File: src/core/bmd_pkg.sv
// Package: register map, field layout and reset values of the diagnostic bank
package bmd_pkg;

	// ****************************************************************
	// Register indices (byte address is four times the index)
	// ****************************************************************
	localparam int unsigned IDX_W    = 11;
	localparam int unsigned ADDR_W   = 13;
	localparam logic [IDX_W-1:0] IDX_GPIO_CMP   = 11'h543;
	localparam logic [IDX_W-1:0] IDX_CELL_HI    = 11'h545;
	localparam logic [IDX_W-1:0] IDX_CELL_LO    = 11'h546;
	localparam logic [IDX_W-1:0] IDX_OW_HI      = 11'h548;
	localparam logic [IDX_W-1:0] IDX_OW_LO      = 11'h549;
	localparam logic [IDX_W-1:0] IDX_BOW_HI     = 11'h54b;
	localparam logic [IDX_W-1:0] IDX_BOW_LO     = 11'h54c;
	localparam logic [IDX_W-1:0] IDX_BFET_HI    = 11'h54e;
	localparam logic [IDX_W-1:0] IDX_BFET_LO    = 11'h54f;
	localparam logic [IDX_W-1:0] IDX_MISC       = 11'h550;
	localparam logic [IDX_W-1:0] IDX_PWR1       = 11'h552;
	localparam logic [IDX_W-1:0] IDX_PWR2       = 11'h553;
	localparam logic [IDX_W-1:0] IDX_PWR3       = 11'h554;
	localparam logic [IDX_W-1:0] IDX_UNLOCK     = 11'h700;
	localparam logic [IDX_W-1:0] IDX_CTRL1      = 11'h701;
	localparam logic [IDX_W-1:0] IDX_CTRL2      = 11'h702;
	localparam logic [IDX_W-1:0] IDX_THR_INPUT  = 11'h7f0;
	localparam logic [IDX_W-1:0] IDX_THR_CELL   = 11'h7f1;
	localparam logic [IDX_W-1:0] IDX_THR_OW     = 11'h7f2;
	localparam logic [IDX_W-1:0] IDX_FAULT_CLR  = 11'h7f3;
	localparam logic [IDX_W-1:0] IDX_IRQ_STAT   = 11'h7f4;
	localparam logic [IDX_W-1:0] IDX_IRQ_MASK   = 11'h7f5;
	localparam logic [IDX_W-1:0] IDX_LINK_STATE = 11'h7f6;

	// ****************************************************************
	// Widths, reset values and field positions
	// ****************************************************************
	localparam int unsigned RD_W   = 16;
	localparam int unsigned IRQ_W  = 6;
	localparam logic [7:0]  UNLOCK_CODE = 8'ha5;
	localparam logic [7:0]  CTRL1_RST   = 8'h04;
	localparam logic [7:0]  CTRL2_RST   = 8'h0f;
	localparam logic [3:0]  LINK_RST    = 4'hf;
	localparam int unsigned C1_BAUD     = 4;
	localparam int unsigned C1_MIRROR   = 3;
	localparam int unsigned C1_TX       = 2;
	localparam int unsigned C1_UUART    = 1;
	localparam int unsigned C1_UDAISY   = 0;
	localparam int unsigned CLR_UVRST   = 8;
	localparam int unsigned IRQ_GPIO    = 0;
	localparam int unsigned IRQ_CELL    = 1;
	localparam int unsigned IRQ_OW      = 2;
	localparam int unsigned IRQ_BAL     = 3;
	localparam int unsigned IRQ_SUPPLY  = 4;
	localparam int unsigned IRQ_UVRST   = 5;

	// Measurement comparison kinds
	typedef enum logic [1:0] {
		KIND_GPIO,
		KIND_CELL,
		KIND_OW
	} bmd_kind_e;

endpackage

File: src/core/bmd_cmp_if.sv
// Interface: carries one comparison request and its verdict
`timescale 1ns/10ps
`default_nettype none
interface bmd_cmp_if;
	bmd_pkg::bmd_kind_e            kind;
	logic [bmd_pkg::RD_W-1:0]      main_rd;
	logic [bmd_pkg::RD_W-1:0]      aux_rd;
	logic [bmd_pkg::RD_W-1:0]      thr;
	logic                          fail;
	modport ctl (output kind, output main_rd, output aux_rd, output thr,
		input fail);
	modport cmp (input kind, input main_rd, input aux_rd, input thr,
		output fail);
endinterface
`default_nettype wire

File: src/core/bmd_diag_fault_regs.sv
// Diagnostic, supply fault and debug link control register bank on APB
//
// Contract
// RULE1: Each of eight input channels gets a fail bit when main and auxiliary readings differ by more than the input threshold, cleared on a pass.
// RULE2: Each of sixteen cells gets a fail bit when main and auxiliary cell readings differ by more than the cell threshold, split over two registers.
// RULE3: Each cell gets an open-wire fail bit when its reading is below the open-wire threshold, split over two registers.
// RULE4: Each balancing switch reports its open-wire check pass or fail, switches nine to sixteen in one register and one to eight in the next.
// RULE5: Each balancing switch reports its transistor check, one meaning fail, split the same way.
// RULE6: Open analog ground, digital ground and reference-low pins each set their own bit in the first supply register.
// RULE7: Communication supply under and over voltage, digital and analog over voltage and analog oscillation each have their own bit.
// RULE8: Software should ignore and clear an analog oscillation flag seen on the wake from sleep to active.
// RULE9: A digital reset from analog undervoltage, and a wake from shutdown, set the undervoltage reset flag.
// RULE10: Writing the unlock value to the unlock register activates the debug link control settings.
// RULE11: Writing any other value cancels all debug link control effects and restores normal behaviour.
// RULE12: The host transmit enable bit turns on the host transmitter, which a stack device otherwise keeps off.
// RULE13: Host transmit and mirror enables act only while the debug UART override bit is one.
// RULE14: The daisy link enables act only while the daisy override bit is one.
// RULE15: Four bits enable lower transmit, lower receive, upper transmit and upper receive, all enabled after reset.
// RULE16: All status registers are read-only and reset to zero.
// RULE17: Override bits and link enables act only while the unlock register holds the unlock value.
`timescale 1ns/10ps
`default_nettype none
module bmd_diag_fault_regs (
	input  wire logic        SYS_CLK,
	input  wire logic        NRST,
	input  wire logic        PSEL,
	input  wire logic        PENABLE,
	input  wire logic        PWRITE,
	input  wire logic [12:0] PADDR,
	input  wire logic [31:0] PWDATA,
	input  wire logic [3:0]  PSTRB,
	output logic      [31:0] PRDATA,
	output logic             PREADY,
	output logic             PSLVERR,
	input  wire logic        DIAG_VALID,
	input  wire logic [1:0]  DIAG_KIND,
	input  wire logic [3:0]  DIAG_CHAN,
	input  wire logic [15:0] DIAG_MAIN,
	input  wire logic [15:0] DIAG_AUX,
	input  wire logic        BAL_VALID,
	input  wire logic [15:0] BAL_OPEN_FAIL,
	input  wire logic [15:0] BAL_SWITCH_FAIL,
	input  wire logic        MISC_VALID,
	input  wire logic [1:0]  MISC_RESULT,
	input  wire logic [7:0]  SUPPLY_FLAGS,
	input  wire logic        UV_RESET_EVENT,
	input  wire logic        SHUTDOWN_WAKE,
	input  wire logic        NORM_HOST_TX_EN,
	input  wire logic        NORM_HOST_MIRROR_EN,
	input  wire logic [3:0]  NORM_LINK_EN,
	output logic             HOST_TX_EN,
	output logic             HOST_MIRROR_ENABLE,
	output logic             HOST_SLOW_BAUD,
	output logic             LOWER_TRANSMIT_ENABLE,
	output logic             LOWER_RECEIVE_ENABLE,
	output logic             UPPER_TRANSMIT_ENABLE,
	output logic             UPPER_RECEIVE_ENABLE,
	output logic             IRQ
);

	// ****************************************************************
	// State
	// ****************************************************************
	typedef struct packed {
		logic [7:0]                gpio_fail;
		logic [15:0]               cell_fail;
		logic [15:0]               ow_fail;
		logic [15:0]               bal_ow;
		logic [15:0]               bal_fet;
		logic [1:0]                misc;
		logic [7:0]                supply;
		logic                      uv_rst;
		logic [7:0]                unlock;
		logic [7:0]                ctrl1;
		logic [7:0]                ctrl2;
		logic [15:0]               thr_in;
		logic [15:0]               thr_cell;
		logic [15:0]               thr_ow;
		logic [bmd_pkg::IRQ_W-1:0] irq_stat;
		logic [bmd_pkg::IRQ_W-1:0] irq_mask;
		logic [7:0]                supply_prev;
		logic [1:0]                uvev_prev;
		logic [31:0]               prdata;
		logic                      pready;
		logic                      pslverr;
		logic                      irq;
		logic                      host_tx;
		logic                      mirror;
		logic                      baud;
		logic [3:0]                link;
	} bmd_state_s;

	bmd_state_s                 s_q;
	bmd_state_s                 s_d;
	bmd_cmp_if                  cif ();
	logic [7:0]                 sup_sync;
	logic [1:0]                 ev_sync;
	logic                       uv_ev;
	logic [bmd_pkg::IDX_W-1:0]  idx;
	logic                       setup;
	logic                       wr_go;
	logic                       rd_go;
	logic                       unlocked;
	logic [bmd_pkg::IRQ_W-1:0]  ev;
	logic [7:0]                 sup_rise;

	// ****************************************************************
	// Submodules
	// ****************************************************************
	// Analog supply flags and reset causes cross in from the analog side
	bmd_sync3 #(.W(8)) u_sup_sync (
		.clk      (SYS_CLK),
		.rst_n    (NRST),
		.async_in (SUPPLY_FLAGS),
		.sync_out (sup_sync)
	);

	bmd_sync3 #(.W(2)) u_ev_sync (
		.clk      (SYS_CLK),
		.rst_n    (NRST),
		.async_in ({SHUTDOWN_WAKE, UV_RESET_EVENT}),
		.sync_out (ev_sync)
	);

	bmd_compare u_cmp (
		.cif (cif)
	);

	// Threshold chosen by comparison kind
	always_comb begin
		cif.kind    = bmd_pkg::bmd_kind_e'(DIAG_KIND);
		cif.main_rd = DIAG_MAIN;
		cif.aux_rd  = DIAG_AUX;
		case (bmd_pkg::bmd_kind_e'(DIAG_KIND))
			bmd_pkg::KIND_GPIO: begin
				cif.thr = s_q.thr_in;
			end
			bmd_pkg::KIND_CELL: begin
				cif.thr = s_q.thr_cell;
			end
			default: begin
				cif.thr = s_q.thr_ow;
			end
		endcase
	end

	// ****************************************************************
	// Bus decode
	// ****************************************************************
	// Zero wait states: answer is set up during the setup cycle
	assign idx      = PADDR[12:2];
	assign setup    = PSEL && !PENABLE;
	assign wr_go    = PSEL && PENABLE && PWRITE && s_q.pready;
	assign rd_go    = PSEL && PENABLE && !PWRITE && s_q.pready;
	assign unlocked = (s_q.unlock == bmd_pkg::UNLOCK_CODE);  // [RULE17]
	assign uv_ev    = |(ev_sync & ~s_q.uvev_prev);  // Own edge per cause
	assign sup_rise = sup_sync & ~s_q.supply_prev;

	// Byte-lane merge for 16-bit registers
	function automatic logic [15:0] merge16(input logic [15:0] old_v,
		input logic [31:0] wd, input logic [3:0] strb);
		merge16 = {strb[1] ? wd[15:8] : old_v[15:8],
			strb[0] ? wd[7:0] : old_v[7:0]};
	endfunction

	// Read mux; unknown index answers zero with an error
	function automatic logic [32:0] rd_mux(input logic [10:0] i,
		input bmd_state_s s, input logic unl);
		rd_mux = {1'b0, 32'h0000_0000};
		case (i)
			bmd_pkg::IDX_GPIO_CMP:   rd_mux[7:0]  = s.gpio_fail;
			bmd_pkg::IDX_CELL_HI:    rd_mux[7:0]  = s.cell_fail[15:8];
			bmd_pkg::IDX_CELL_LO:    rd_mux[7:0]  = s.cell_fail[7:0];
			bmd_pkg::IDX_OW_HI:      rd_mux[7:0]  = s.ow_fail[15:8];
			bmd_pkg::IDX_OW_LO:      rd_mux[7:0]  = s.ow_fail[7:0];
			bmd_pkg::IDX_BOW_HI:     rd_mux[7:0]  = s.bal_ow[15:8];
			bmd_pkg::IDX_BOW_LO:     rd_mux[7:0]  = s.bal_ow[7:0];
			bmd_pkg::IDX_BFET_HI:    rd_mux[7:0]  = s.bal_fet[15:8];
			bmd_pkg::IDX_BFET_LO:    rd_mux[7:0]  = s.bal_fet[7:0];
			bmd_pkg::IDX_MISC:       rd_mux[1:0]  = s.misc;
			bmd_pkg::IDX_PWR1:       rd_mux[7:0]  = s.supply;
			bmd_pkg::IDX_PWR2:       rd_mux[7:0]  = 8'h00;
			bmd_pkg::IDX_PWR3:       rd_mux[0]    = s.uv_rst;
			bmd_pkg::IDX_UNLOCK:     rd_mux[7:0]  = s.unlock;
			bmd_pkg::IDX_CTRL1:      rd_mux[7:0]  = s.ctrl1;
			bmd_pkg::IDX_CTRL2:      rd_mux[7:0]  = s.ctrl2;
			bmd_pkg::IDX_THR_INPUT:  rd_mux[15:0] = s.thr_in;
			bmd_pkg::IDX_THR_CELL:   rd_mux[15:0] = s.thr_cell;
			bmd_pkg::IDX_THR_OW:     rd_mux[15:0] = s.thr_ow;
			bmd_pkg::IDX_FAULT_CLR:  rd_mux[7:0]  = 8'h00;
			bmd_pkg::IDX_IRQ_STAT:   rd_mux[5:0]  = s.irq_stat;
			bmd_pkg::IDX_IRQ_MASK:   rd_mux[5:0]  = s.irq_mask;
			bmd_pkg::IDX_LINK_STATE: rd_mux[7:0]  = {unl, s.host_tx,
				s.mirror, s.baud, s.link};
			default:                 rd_mux[32]   = 1'b1;
		endcase
	endfunction

	// ****************************************************************
	// Next-state logic
	// ****************************************************************
	always_comb begin
		s_d = s_q;
		ev  = '0;

		// Bus answer: ready and data stand for the access cycle only
		s_d.pready  = setup;
		s_d.pslverr = 1'b0;
		s_d.prdata  = '0;
		if (setup) begin
			{s_d.pslverr, s_d.prdata} = rd_mux(idx, s_q, unlocked);
			if (PADDR[1:0] != 2'b00) begin
				s_d.pslverr = 1'b1;
				s_d.prdata  = '0;
			end
		end

		// Comparison results overwrite the channel bit: fail sets, pass clears
		if (DIAG_VALID) begin
			case (bmd_pkg::bmd_kind_e'(DIAG_KIND))
				bmd_pkg::KIND_GPIO: begin
					s_d.gpio_fail[DIAG_CHAN[2:0]] = cif.fail;  // [RULE1]
					ev[bmd_pkg::IRQ_GPIO] = cif.fail;
				end
				bmd_pkg::KIND_CELL: begin
					s_d.cell_fail[DIAG_CHAN] = cif.fail;       // [RULE2]
					ev[bmd_pkg::IRQ_CELL] = cif.fail;
				end
				bmd_pkg::KIND_OW: begin
					s_d.ow_fail[DIAG_CHAN] = cif.fail;         // [RULE3]
					ev[bmd_pkg::IRQ_OW] = cif.fail;
				end
				default: begin
					s_d.misc = s_q.misc;
				end
			endcase
		end

		// Balancing check results, high switches land in the high register
		if (BAL_VALID) begin
			s_d.bal_ow  = BAL_OPEN_FAIL;    // [RULE4]
			s_d.bal_fet = BAL_SWITCH_FAIL;  // [RULE5]
			ev[bmd_pkg::IRQ_BAL] = |{BAL_OPEN_FAIL, BAL_SWITCH_FAIL};
		end
		if (MISC_VALID) begin
			s_d.misc = MISC_RESULT;
		end

		// Supply faults latch on a rising flag; software clears them
		s_d.supply_prev = sup_sync;
		s_d.uvev_prev   = ev_sync;
		if (wr_go && idx == bmd_pkg::IDX_FAULT_CLR) begin
			if (PSTRB[0]) begin
				s_d.supply = s_q.supply & ~PWDATA[7:0];       // [RULE8]
			end
			if (PSTRB[1] && PWDATA[bmd_pkg::CLR_UVRST]) begin
				s_d.uv_rst = 1'b0;
			end
		end
		s_d.supply = s_d.supply | sup_rise;  // [RULE6] [RULE7]
		ev[bmd_pkg::IRQ_SUPPLY] = |sup_rise;
		// A wake behind a still-high undervoltage cause must count too
		if (uv_ev) begin
			s_d.uv_rst = 1'b1;               // [RULE9]
			ev[bmd_pkg::IRQ_UVRST] = 1'b1;
		end

		// Writable registers; status indices ignore writes
		if (wr_go && PSTRB[0]) begin
			case (idx)
				bmd_pkg::IDX_UNLOCK: begin
					s_d.unlock = PWDATA[7:0];  // [RULE10] [RULE11]
				end
				bmd_pkg::IDX_CTRL1: begin
					s_d.ctrl1 = {3'b000, PWDATA[4:0]};
				end
				bmd_pkg::IDX_CTRL2: begin
					s_d.ctrl2 = {4'h0, PWDATA[3:0]};  // [RULE15]
				end
				bmd_pkg::IDX_IRQ_MASK: begin
					s_d.irq_mask = PWDATA[bmd_pkg::IRQ_W-1:0];
				end
				default: begin
					s_d.ctrl2 = s_q.ctrl2;     // [RULE16]
				end
			endcase
		end
		if (wr_go) begin
			case (idx)
				bmd_pkg::IDX_THR_INPUT: begin
					s_d.thr_in = merge16(s_q.thr_in, PWDATA, PSTRB);
				end
				bmd_pkg::IDX_THR_CELL: begin
					s_d.thr_cell = merge16(s_q.thr_cell, PWDATA, PSTRB);
				end
				bmd_pkg::IDX_THR_OW: begin
					s_d.thr_ow = merge16(s_q.thr_ow, PWDATA, PSTRB);
				end
				default: begin
					s_d.thr_ow = s_d.thr_ow;
				end
			endcase
		end

		// Read clears only the bits returned, so a new event is never lost
		if (rd_go && idx == bmd_pkg::IDX_IRQ_STAT) begin
			s_d.irq_stat = s_q.irq_stat & ~s_q.prdata[bmd_pkg::IRQ_W-1:0];
		end
		s_d.irq_stat = s_d.irq_stat | ev;
		s_d.irq      = |(s_d.irq_stat & s_d.irq_mask);

		// Overrides apply only behind the key and their own enable bit
		if (unlocked && s_q.ctrl1[bmd_pkg::C1_UUART]) begin
			s_d.host_tx = s_q.ctrl1[bmd_pkg::C1_TX];         // [RULE12] [RULE13]
			s_d.mirror  = s_q.ctrl1[bmd_pkg::C1_MIRROR]
				& s_q.ctrl1[bmd_pkg::C1_TX];                  // [RULE13]
		end else begin
			s_d.host_tx = NORM_HOST_TX_EN;                   // [RULE17]
			s_d.mirror  = NORM_HOST_MIRROR_EN;
		end
		s_d.baud = unlocked & s_q.ctrl1[bmd_pkg::C1_BAUD];
		if (unlocked && s_q.ctrl1[bmd_pkg::C1_UDAISY]) begin
			s_d.link = s_q.ctrl2[3:0];                       // [RULE14]
		end else begin
			s_d.link = NORM_LINK_EN;                         // [RULE11]
		end
	end

	// Register the whole state; reset loads constants only
	always_ff @(posedge SYS_CLK) begin
		if (!NRST) begin
			s_q       <= '0;                                 // [RULE16]
			s_q.ctrl1 <= bmd_pkg::CTRL1_RST;
			s_q.ctrl2 <= bmd_pkg::CTRL2_RST;                 // [RULE15]
			s_q.link  <= bmd_pkg::LINK_RST;
		end else begin
			s_q <= s_d;
		end
	end

	// Outputs straight from flops
	assign PRDATA                = s_q.prdata;
	assign PREADY                = s_q.pready;
	assign PSLVERR               = s_q.pslverr;
	assign IRQ                   = s_q.irq;
	assign HOST_TX_EN            = s_q.host_tx;
	assign HOST_MIRROR_ENABLE    = s_q.mirror;
	assign HOST_SLOW_BAUD        = s_q.baud;
	assign LOWER_TRANSMIT_ENABLE = s_q.link[3];
	assign LOWER_RECEIVE_ENABLE  = s_q.link[2];
	assign UPPER_TRANSMIT_ENABLE = s_q.link[1];
	assign UPPER_RECEIVE_ENABLE  = s_q.link[0];
endmodule
`default_nettype wire

File: src/core/bmd_compare.sv
// Comparator: main versus auxiliary reading, or reading versus floor
`timescale 1ns/10ps
`default_nettype none
module bmd_compare (
	bmd_cmp_if.cmp cif
);
	logic [bmd_pkg::RD_W-1:0] diff;

	// Absolute difference for cross checks, plain floor for open wire
	always_comb begin
		diff = (cif.main_rd > cif.aux_rd) ? cif.main_rd - cif.aux_rd
			: cif.aux_rd - cif.main_rd;
		case (cif.kind)
			bmd_pkg::KIND_OW: begin
				cif.fail = cif.main_rd < cif.thr;  // [RULE3]
			end
			bmd_pkg::KIND_GPIO,
			bmd_pkg::KIND_CELL: begin
				cif.fail = diff > cif.thr;         // [RULE1] [RULE2]
			end
			default: begin
				cif.fail = 1'b0;
			end
		endcase
	end
endmodule
`default_nettype wire

File: src/core/bmd_sync3.sv
// Three-stage synchroniser bank with agreement filter
`timescale 1ns/10ps
`default_nettype none
module bmd_sync3 #(
	parameter int unsigned W = 1
) (
	input  wire logic         clk,
	input  wire logic         rst_n,
	input  wire logic [W-1:0] async_in,
	output logic      [W-1:0] sync_out
);
	typedef struct packed {
		logic [W-1:0] s1;
		logic [W-1:0] s2;
		logic [W-1:0] s3;
		logic [W-1:0] held;
	} bmd_sync_s;

	bmd_sync_s s_q;
	bmd_sync_s s_d;

	// A change is accepted only once stages two and three agree
	always_comb begin
		s_d      = s_q;
		s_d.s1   = async_in;
		s_d.s2   = s_q.s1;
		s_d.s3   = s_q.s2;
		s_d.held = (s_q.s2 & s_q.s3) | (s_q.held & (s_q.s2 ^ s_q.s3));
	end

	// Synchronous reset, constant only
	always_ff @(posedge clk) begin
		if (!rst_n) begin
			s_q <= '0;
		end else begin
			s_q <= s_d;
		end
	end

	assign sync_out = s_q.held;
endmodule
`default_nettype wire

File: config.mk
export PLATFORM = sky130hd
export DESIGN_NAME = bmd_diag_fault_regs
export DESIGN_NICKNAME = d
export VERILOG_FILES = /design/src/core/bmd_pkg.sv /design/src/core/bmd_cmp_if.sv /design/src/core/bmd_diag_fault_regs.sv /design/src/core/bmd_compare.sv /design/src/core/bmd_sync3.sv
export SDC_FILE = /design/constraint.sdc
export NUM_CORES = 1
export LEC_CHECK = 0
export BUFFER_PORTS_ARGS = -buffer_cell sky130_fd_sc_hd__buf_2
export CORE_UTILIZATION = 35
export CTS_CLUSTER_DIAMETER = 60
export DETAILED_ROUTE_END_ITERATION = 12
export GPL_ROUTABILITY_DRIVEN = 0
export SETUP_SLACK_MARGIN = 0.5
export SLEW_MARGIN = 25
export SYNTH_ARGS = -nofsm -noshare
export SYNTH_HDL_FRONTEND = slang
export SYNTH_HIERARCHICAL = 1
export SYNTH_SLANG_ARGS = --single-unit
File: constraint.sdc
create_clock -name SYS_CLK -period 5.72 [get_ports SYS_CLK]
set_input_delay 1.144 -clock SYS_CLK [delete_from_list [all_inputs] [get_ports SYS_CLK]]
set_output_delay 1.144 -clock SYS_CLK [all_outputs]
set_load 0.05 [all_outputs]
; After elaboration in Yosys (flattened, before gate mapping)
; Index checks and enable logic that the tools add are counted.
; W data, S select, Z words.
[totals]
register_bits = 252
output_inout_bits = 42
wordCells = 169
[op_classes]
n_addsub = 2
magnitude_cmp = 7
n_eq_ne = 26
n_mux = 32
n_bitwise = 23
n_reduce_logical = 41
[op_table]
columns = cell, count
row1 = $eq A11 B11 Y1 const B, 23
row2 = $pmux W4 S19, 1
row3 = $and A8 B8 Y8, 4
row4 = $bwmux W16, 2
row5 = $gt A16 B16 Y1, 2
row6 = $pmux W16 S2, 1
row7 = $reduce_or A32 Y1, 1
row8 = $sub A16 B16 Y16, 2
row9 = $pmux W2 S15, 1
row10 = $pmux W8 S3, 1
row11 = $reduce_or A23 Y1, 1
row12 = $pmux W1 S21, 1
row13 = $pmux W1 S20, 1
row14 = $mux W6, 3
row15 = $reduce_and A3 Y1, 6
row16 = $lt A16 B16 Y1, 1
row17 = $mux W16, 1
row18 = $not A8 Y8, 2
row19 = $or A8 B8 Y8, 2
row20 = $reduce_and A2 Y1, 8
row21 = $logic_and A1 B1 Y1, 14
row22 = $and A6 B6 Y6, 2
row23 = $mux W1, 11
row24 = $mux W9, 1
row25 = 31 further kinds, 39

; Longest topological paths before layout
[logic_depth]
word_depth = 9
mapped_depth = 25
depth_no_buf = 23

; Hierarchy
; The synthesis kept the hierarchy.
[modules_own_cells]
columns = mod, instances, cells_each, area_per_inst_um2, seq_area_each_um2
row1 = bmd_diag_fault_regs, 1, 1086, 9781.9, 3923.8
row2 = bmd_compare, 1, 298, 2210.9, 0.0
row3 = bmd_sync3 (u_sup_sync), 1, 91, 1063.5, 640.6
row4 = bmd_sync3 (u_ev_sync), 1, 22, 267.8, 160.2

; Least setup slack after synthesis
; Ideal clock, no wire load.
[synth_timing]
path_type = input port to flip-flop
start = input port DIAG_MAIN[12]
end = register s_q[198] (netlist name)
setup_ps = 119
arrival_time_ps = 4956
slack_ps = 645
stages = 21
path_buffers = 3
cell_sequence = inv_1 > ha_1 > buf_4 > nand2_2 > or4_1 > or2_1 > o22ai_4 > clkbuf_8 > mux2_2 > ha_1 > nor2b_1 > o21a_1 > o21a_1 > o21ai_0 > o211ai_1 > nand2_1 > o21ai_0 > clkbuf_1 > nor2_1 > nand2_1 > o221a_2
[synth_via]
elab_chain_cells = 5
elab_cells_between_ends = 8
classes_between = add/sub: 2 / order compare: 3 / mux: 3
[synth_lines]
columns = element, line
row1 = from (decl), bmd_diag_fault_regs.sv:38  ; input wire logic [15:0] DIAG_MAIN,
row2 = "$sub A16 B16 Y16, or another cell as far along", bmd_compare.sv:12  ; : cif.aux_rd - cif.main_rd;
row3 = $mux W16, bmd_compare.sv:11  ; diff = (cif.main_rd > cif.aux_rd) ? cif.main_rd - cif.aux_rd
row4 = $gt A16 B16 Y1, bmd_compare.sv:19  ; cif.fail = diff > cif.thr;
row5 = $pmux W1 S2 *, bmd_compare.sv:13  ; case (cif.kind)
row6 = named net cif.fail, bmd_cmp_if.sv:9  ; logic fail;
row7 = $bwmux W16 *, bmd_diag_fault_regs.sv:226  ; s_d.cell_fail[DIAG_CHAN] = cif.fail;
row8 = to (decl), bmd_diag_fault_regs.sv:93  ; bmd_state_s s_q;
; Mark *: on every way through the listed nets, which the timed path passes. The rest lies on a longest branch.
; A chain may end at the register's enable or synchronous reset.

; Final worst setup path
[layout_timing]
start = input port DIAG_MAIN[10]
end = register s_q[182] (netlist name)
[layout_via]
elab_chain_cells = 5
elab_cells_between_ends = 8
classes_between = add/sub: 2 / order compare: 3 / mux: 3
[layout_lines]
columns = element, line
row1 = "$sub A16 B16 Y16, or another cell as far along", bmd_compare.sv:12
row2 = $mux W16, bmd_compare.sv:11
row3 = $gt A16 B16 Y1, bmd_compare.sv:19
row4 = $pmux W1 S2 *, bmd_compare.sv:13
row5 = named net cif.fail, bmd_cmp_if.sv:9
row6 = $bwmux W16 *, bmd_diag_fault_regs.sv:230  ; s_d.ow_fail[DIAG_CHAN] = cif.fail;
; Marked as above.

==> summary by stage <==
Floorplanning
The initial utilization of the core area, before any placement, comes to 0.355. For this design the top-level I/O count stands at 187. In this run the horizontal extent of the chip is 197 um.

The overall die area is 0.0389 sq mm. The total core area is 0.0376 sq mm. The standard-cell row count is 71. The overall die height is 197 um.

Timing
The worst-case clock skew is 10.1 ps. The fmax is 198 MHz. The final-layout worst hold slack is 432 ps.

Setup repair after global routing left no endpoint under its margin. Of the available clock period, the critical path in the final layout requires 0.884. The setup TNS is 0 ps.

In this run the tightest slew margin relative to its limit is 0.347. The final period demand of the worst path is 5050 ps. The final-report setup violation count is 0. The final max-slew violation count is 0. The worst-margin pin slew is 972 ps. The final hold violation count is 0.

Finish
With fillers left out, the area of the finished cells amounts to 0.0152 sq mm. In the final layout, the share of cells above drive strength 1 is 0.178. For this run, the post-layout net count is 1,807. The area growth from synthesis to layout is 14.1%.

Power and ir drop
Summed over all cells, the static leakage comes to 5.87 nW. The power density of the placed cells is 266 mW/mm^2. The highest ir drop seen on vdd is 0.174 mV.

Summing internal, switching and leakage power gives 0.00404 W.

Route
After detailed routing, the number of vias per cell comes to 5.37. In this run the remaining antenna-violating nets after routing total 0. After detailed routing, the average wire length per cell comes to 19.0 um. The number of vias in the routed layout is 11,388. For this run, the detailed router's first-pass iteration total came to 5. The wire length reported by the detailed router is 40,300 um. The number of design rule violations left after detail routing is 0.

The initial detailed-routing violation count is 1,008.

Placed design
In this run the tool buffered the top-level ports with 152 buffer cells. After detailed placement, the total cell area comes to 0.0142 sq mm. The total half-perimeter wirelength after legalization and detailed placement is 30,100 um.

Clock network
The clock passes through at most 3 buffers. The clock transition at the registers of the reported paths is 60 ps. The total of hold buffers inserted after clock tree synthesis is 0.

For this design, the sink count on the clock tree is 236. The tree is rooted in a sky130_fd_sc_hd__clkbuf_16. The number of H-tree levels is 1. The worst-skew pair later-pin latency is 530 ps.

The number of CTS-inserted buffers is 27. The CTS tree is done.

Setup path
The largest delay contributor family on the critical path is simple AND/OR/NAND/NOR gates. Among the stages of the critical path, the cell type that occurs most often is sky130_fd_sc_hd__buf_4. The kind of end point of the critical path is a register. The delay of the slowest cell on the worst path is 500 ps.

The path type of the worst setup path is in -> reg. On the critical path, the stage with the largest delay is an instance of sky130_fd_sc_hd__or4_1. Of all nets on the critical path, the largest fanout is 8. The worst endpoint required time is 6140 ps. The worst setup path is launched from an input pin.

The worst register-to-register path has a setup slack of 2610 ps. The number of buffers and inverters on the critical path is 5. The signal on the critical path passes through buf_2 -> inv_1 -> ha_1 -> nand2_2 -> or4_1 -> or2_1 -> o22ai_4 -> buf_4 -> buf_4 -> mux2i_1 -> xor2_1 -> ha_1 -> a21o_1 -> a21oi_1 -> o21a_1 -> o211ai_1 -> nand2_1 -> o21ai_0 -> buf_4 -> nor2_1 -> nand2_1 -> o221a_2.

The arrival time at the worst endpoint is 5480 ps.

Global routing
Summed over all layers, the global routing overflow is 0. The global-route wire length before repair is 60,800 um. The maximum number of pins on one net before global-route repair is 114. Across every metal layer, demand over resource in global routing totals 0.200. The number of antenna violations at the first check in global routing came to 4.

The number of global-route vias before repair is 10,650.

Yosys
Counting flops with a built-in enable in the synthesized netlist gives 0. The count of warnings emitted by yosys is 6. Each instance of the synthesized netlist takes up on average 8.90 sq um. The share of the Yosys chip area taken by registers is 0.355. Synthesis handed over a netlist of 1,497 instances. The post-synthesis sequential element count is 236.

For this run, the leading register cell type out of synthesis is sky130_fd_sc_hd__dfxtp_1. The post-synthesis cell area is 0.0133 sq mm. The fraction of registers with async set/reset is 0. The count of cell types in the netlist is 90.

Run
Across the run, the number of max-cap violations was 0.

Worst hold path
The worst min-delay path class is reg -> reg.

Status
The run finished with clean final reports.
cell usage after synthesis (13+ instances only):
| cell type | count | area share |
|---|---|---|
| sky130_fd_sc_hd__and2_1 | 40 | 0.019 |
| sky130_fd_sc_hd__nor3_1 | 22 | 0.0083 |
| sky130_fd_sc_hd__a221oi_1 | 14 | 0.0092 |
| sky130_fd_sc_hd__nor4_1 | 17 | 0.0080 |
| sky130_fd_sc_hd__a21oi_1 | 77 | 0.029 |
| sky130_fd_sc_hd__ha_1 | 72 | 0.068 |
| sky130_fd_sc_hd__nand4_1 | 17 | 0.0080 |
| sky130_fd_sc_hd__dfxtp_1 | 236 | 0.35 |
| sky130_fd_sc_hd__nor2_1 | 69 | 0.019 |
| sky130_fd_sc_hd__o21ai_0 | 65 | 0.024 |
| sky130_fd_sc_hd__nand2_1 | 94 | 0.026 |
| sky130_fd_sc_hd__a21o_1 | 17 | 0.0096 |
| sky130_fd_sc_hd__a21boi_0 | 23 | 0.013 |
| sky130_fd_sc_hd__mux2i_1 | 135 | 0.10 |
| sky130_fd_sc_hd__a22oi_1 | 26 | 0.015 |
| sky130_fd_sc_hd__buf_2 | 13 | 0.0049 |
| sky130_fd_sc_hd__clkbuf_1 | 56 | 0.016 |
| sky130_fd_sc_hd__nand3_1 | 37 | 0.014 |
| sky130_fd_sc_hd__inv_1 | 64 | 0.018 |
| sky130_fd_sc_hd__o221a_2 | 19 | 0.016 |
| sky130_fd_sc_hd__buf_4 | 43 | 0.024 |
| sky130_fd_sc_hd__nor2b_1 | 128 | 0.060 |
sequential cells by signal, indices dropped and copies added, names as in the netlist, 2 cells and up:
name                 count
PRDATA                  16
u_sup_sync/sync_out      8
u_ev_sync/s_q            2
u_sup_sync/s_d          16
u_sup_sync/s_q           8
s_q                    170
u_ev_sync/s_d            4
u_ev_sync/sync_out       2
final cells by class:
cell class / instances / area (sq um)
multi-input combinational: 1087 / 7770
antenna: 2 / 5.00
inverter: 64 / 240
clock inverter: 10 / 148
fill: 3801 / 22400
tap: 511 / 639
sequential: 236 / 4720
clock buffer: 38 / 757
timing repair buffer: 172 / 913
metal layers:
layer  wire [um]  GRT usage  up-vias
met5          27          0        -
met4        1450     0.0738        4
met3        2840     0.0316       76
met2       17800      0.313      427
met1       18100      0.277     5401
li1            -          -     5480
layout by cell type, fill, tap and decap left out, drive strengths merged, types with 38 or more instances in the layout:
| cell | count |
|---|---|
| dfxtp | 236 |
| and2 | 46 |
| clkbuf | 38 |
| nor2 | 76 |
| nand2 | 96 |
| nor2b | 128 |
| inv | 67 |
| buf | 172 |
| ha | 72 |
| mux2i | 135 |
| a21oi | 78 |
| o21ai | 70 |
through the flow:
stage                     worst slack, ps   util  cells
after global placement                151  0.378   2065
after floorplan                       645      -   1512
after CTS                             561  0.402   2113
final                                 665  0.404   2120
after detailed placement             3.87  0.378   2065
after global routing                  507  0.404   2119
final timing paths:
check,startpoint,end,cells after the start
worst min register to register,u_sup_sync/s_d[20]$_SDFF_PN0_,u_sup_sync/s_d[12]$_SDFF_PN0_,1
worst max register to register,s_q[81]$_SDFFE_PN0P_,s_q[182]$_SDFFE_PN0P_,15
worst max-delay path,DIAG_MAIN[10],s_q[182]$_SDFFE_PN0P_,22
worst min-delay path,u_sup_sync/s_d[20]$_SDFF_PN0_,u_sup_sync/s_d[12]$_SDFF_PN0_,1
cells by family after synthesis:
kind of cell	count (synthesis)	share of synthesized area
other	1	0.000281
buffers and inverters	189	0.0692
AO/OA/AOI/OAI	335	0.174
flip-flops	236	0.355
XOR/XNOR	15	0.00986
AND/OR/NAND/NOR	506	0.215
multiplexers	141	0.106
adder cells (fa/ha/maj)	74	0.0706
power breakdown:
part           internal (W)  total, W  leakage, nW  switching [W]
clock network       0.00106   0.00176        0.444       0.000695
logic              0.000234  0.000592         3.51       0.000358
registers           0.00168   0.00170         1.92      0.0000197
total               0.00297   0.00404         5.87        0.00107
timing repair:
item                       in CTS  in global routing
gates resized for setup         0                  9
setup endpoints to repair       0                 39
buffers inserted                0                  5
(Power assumes the default switching activity.)
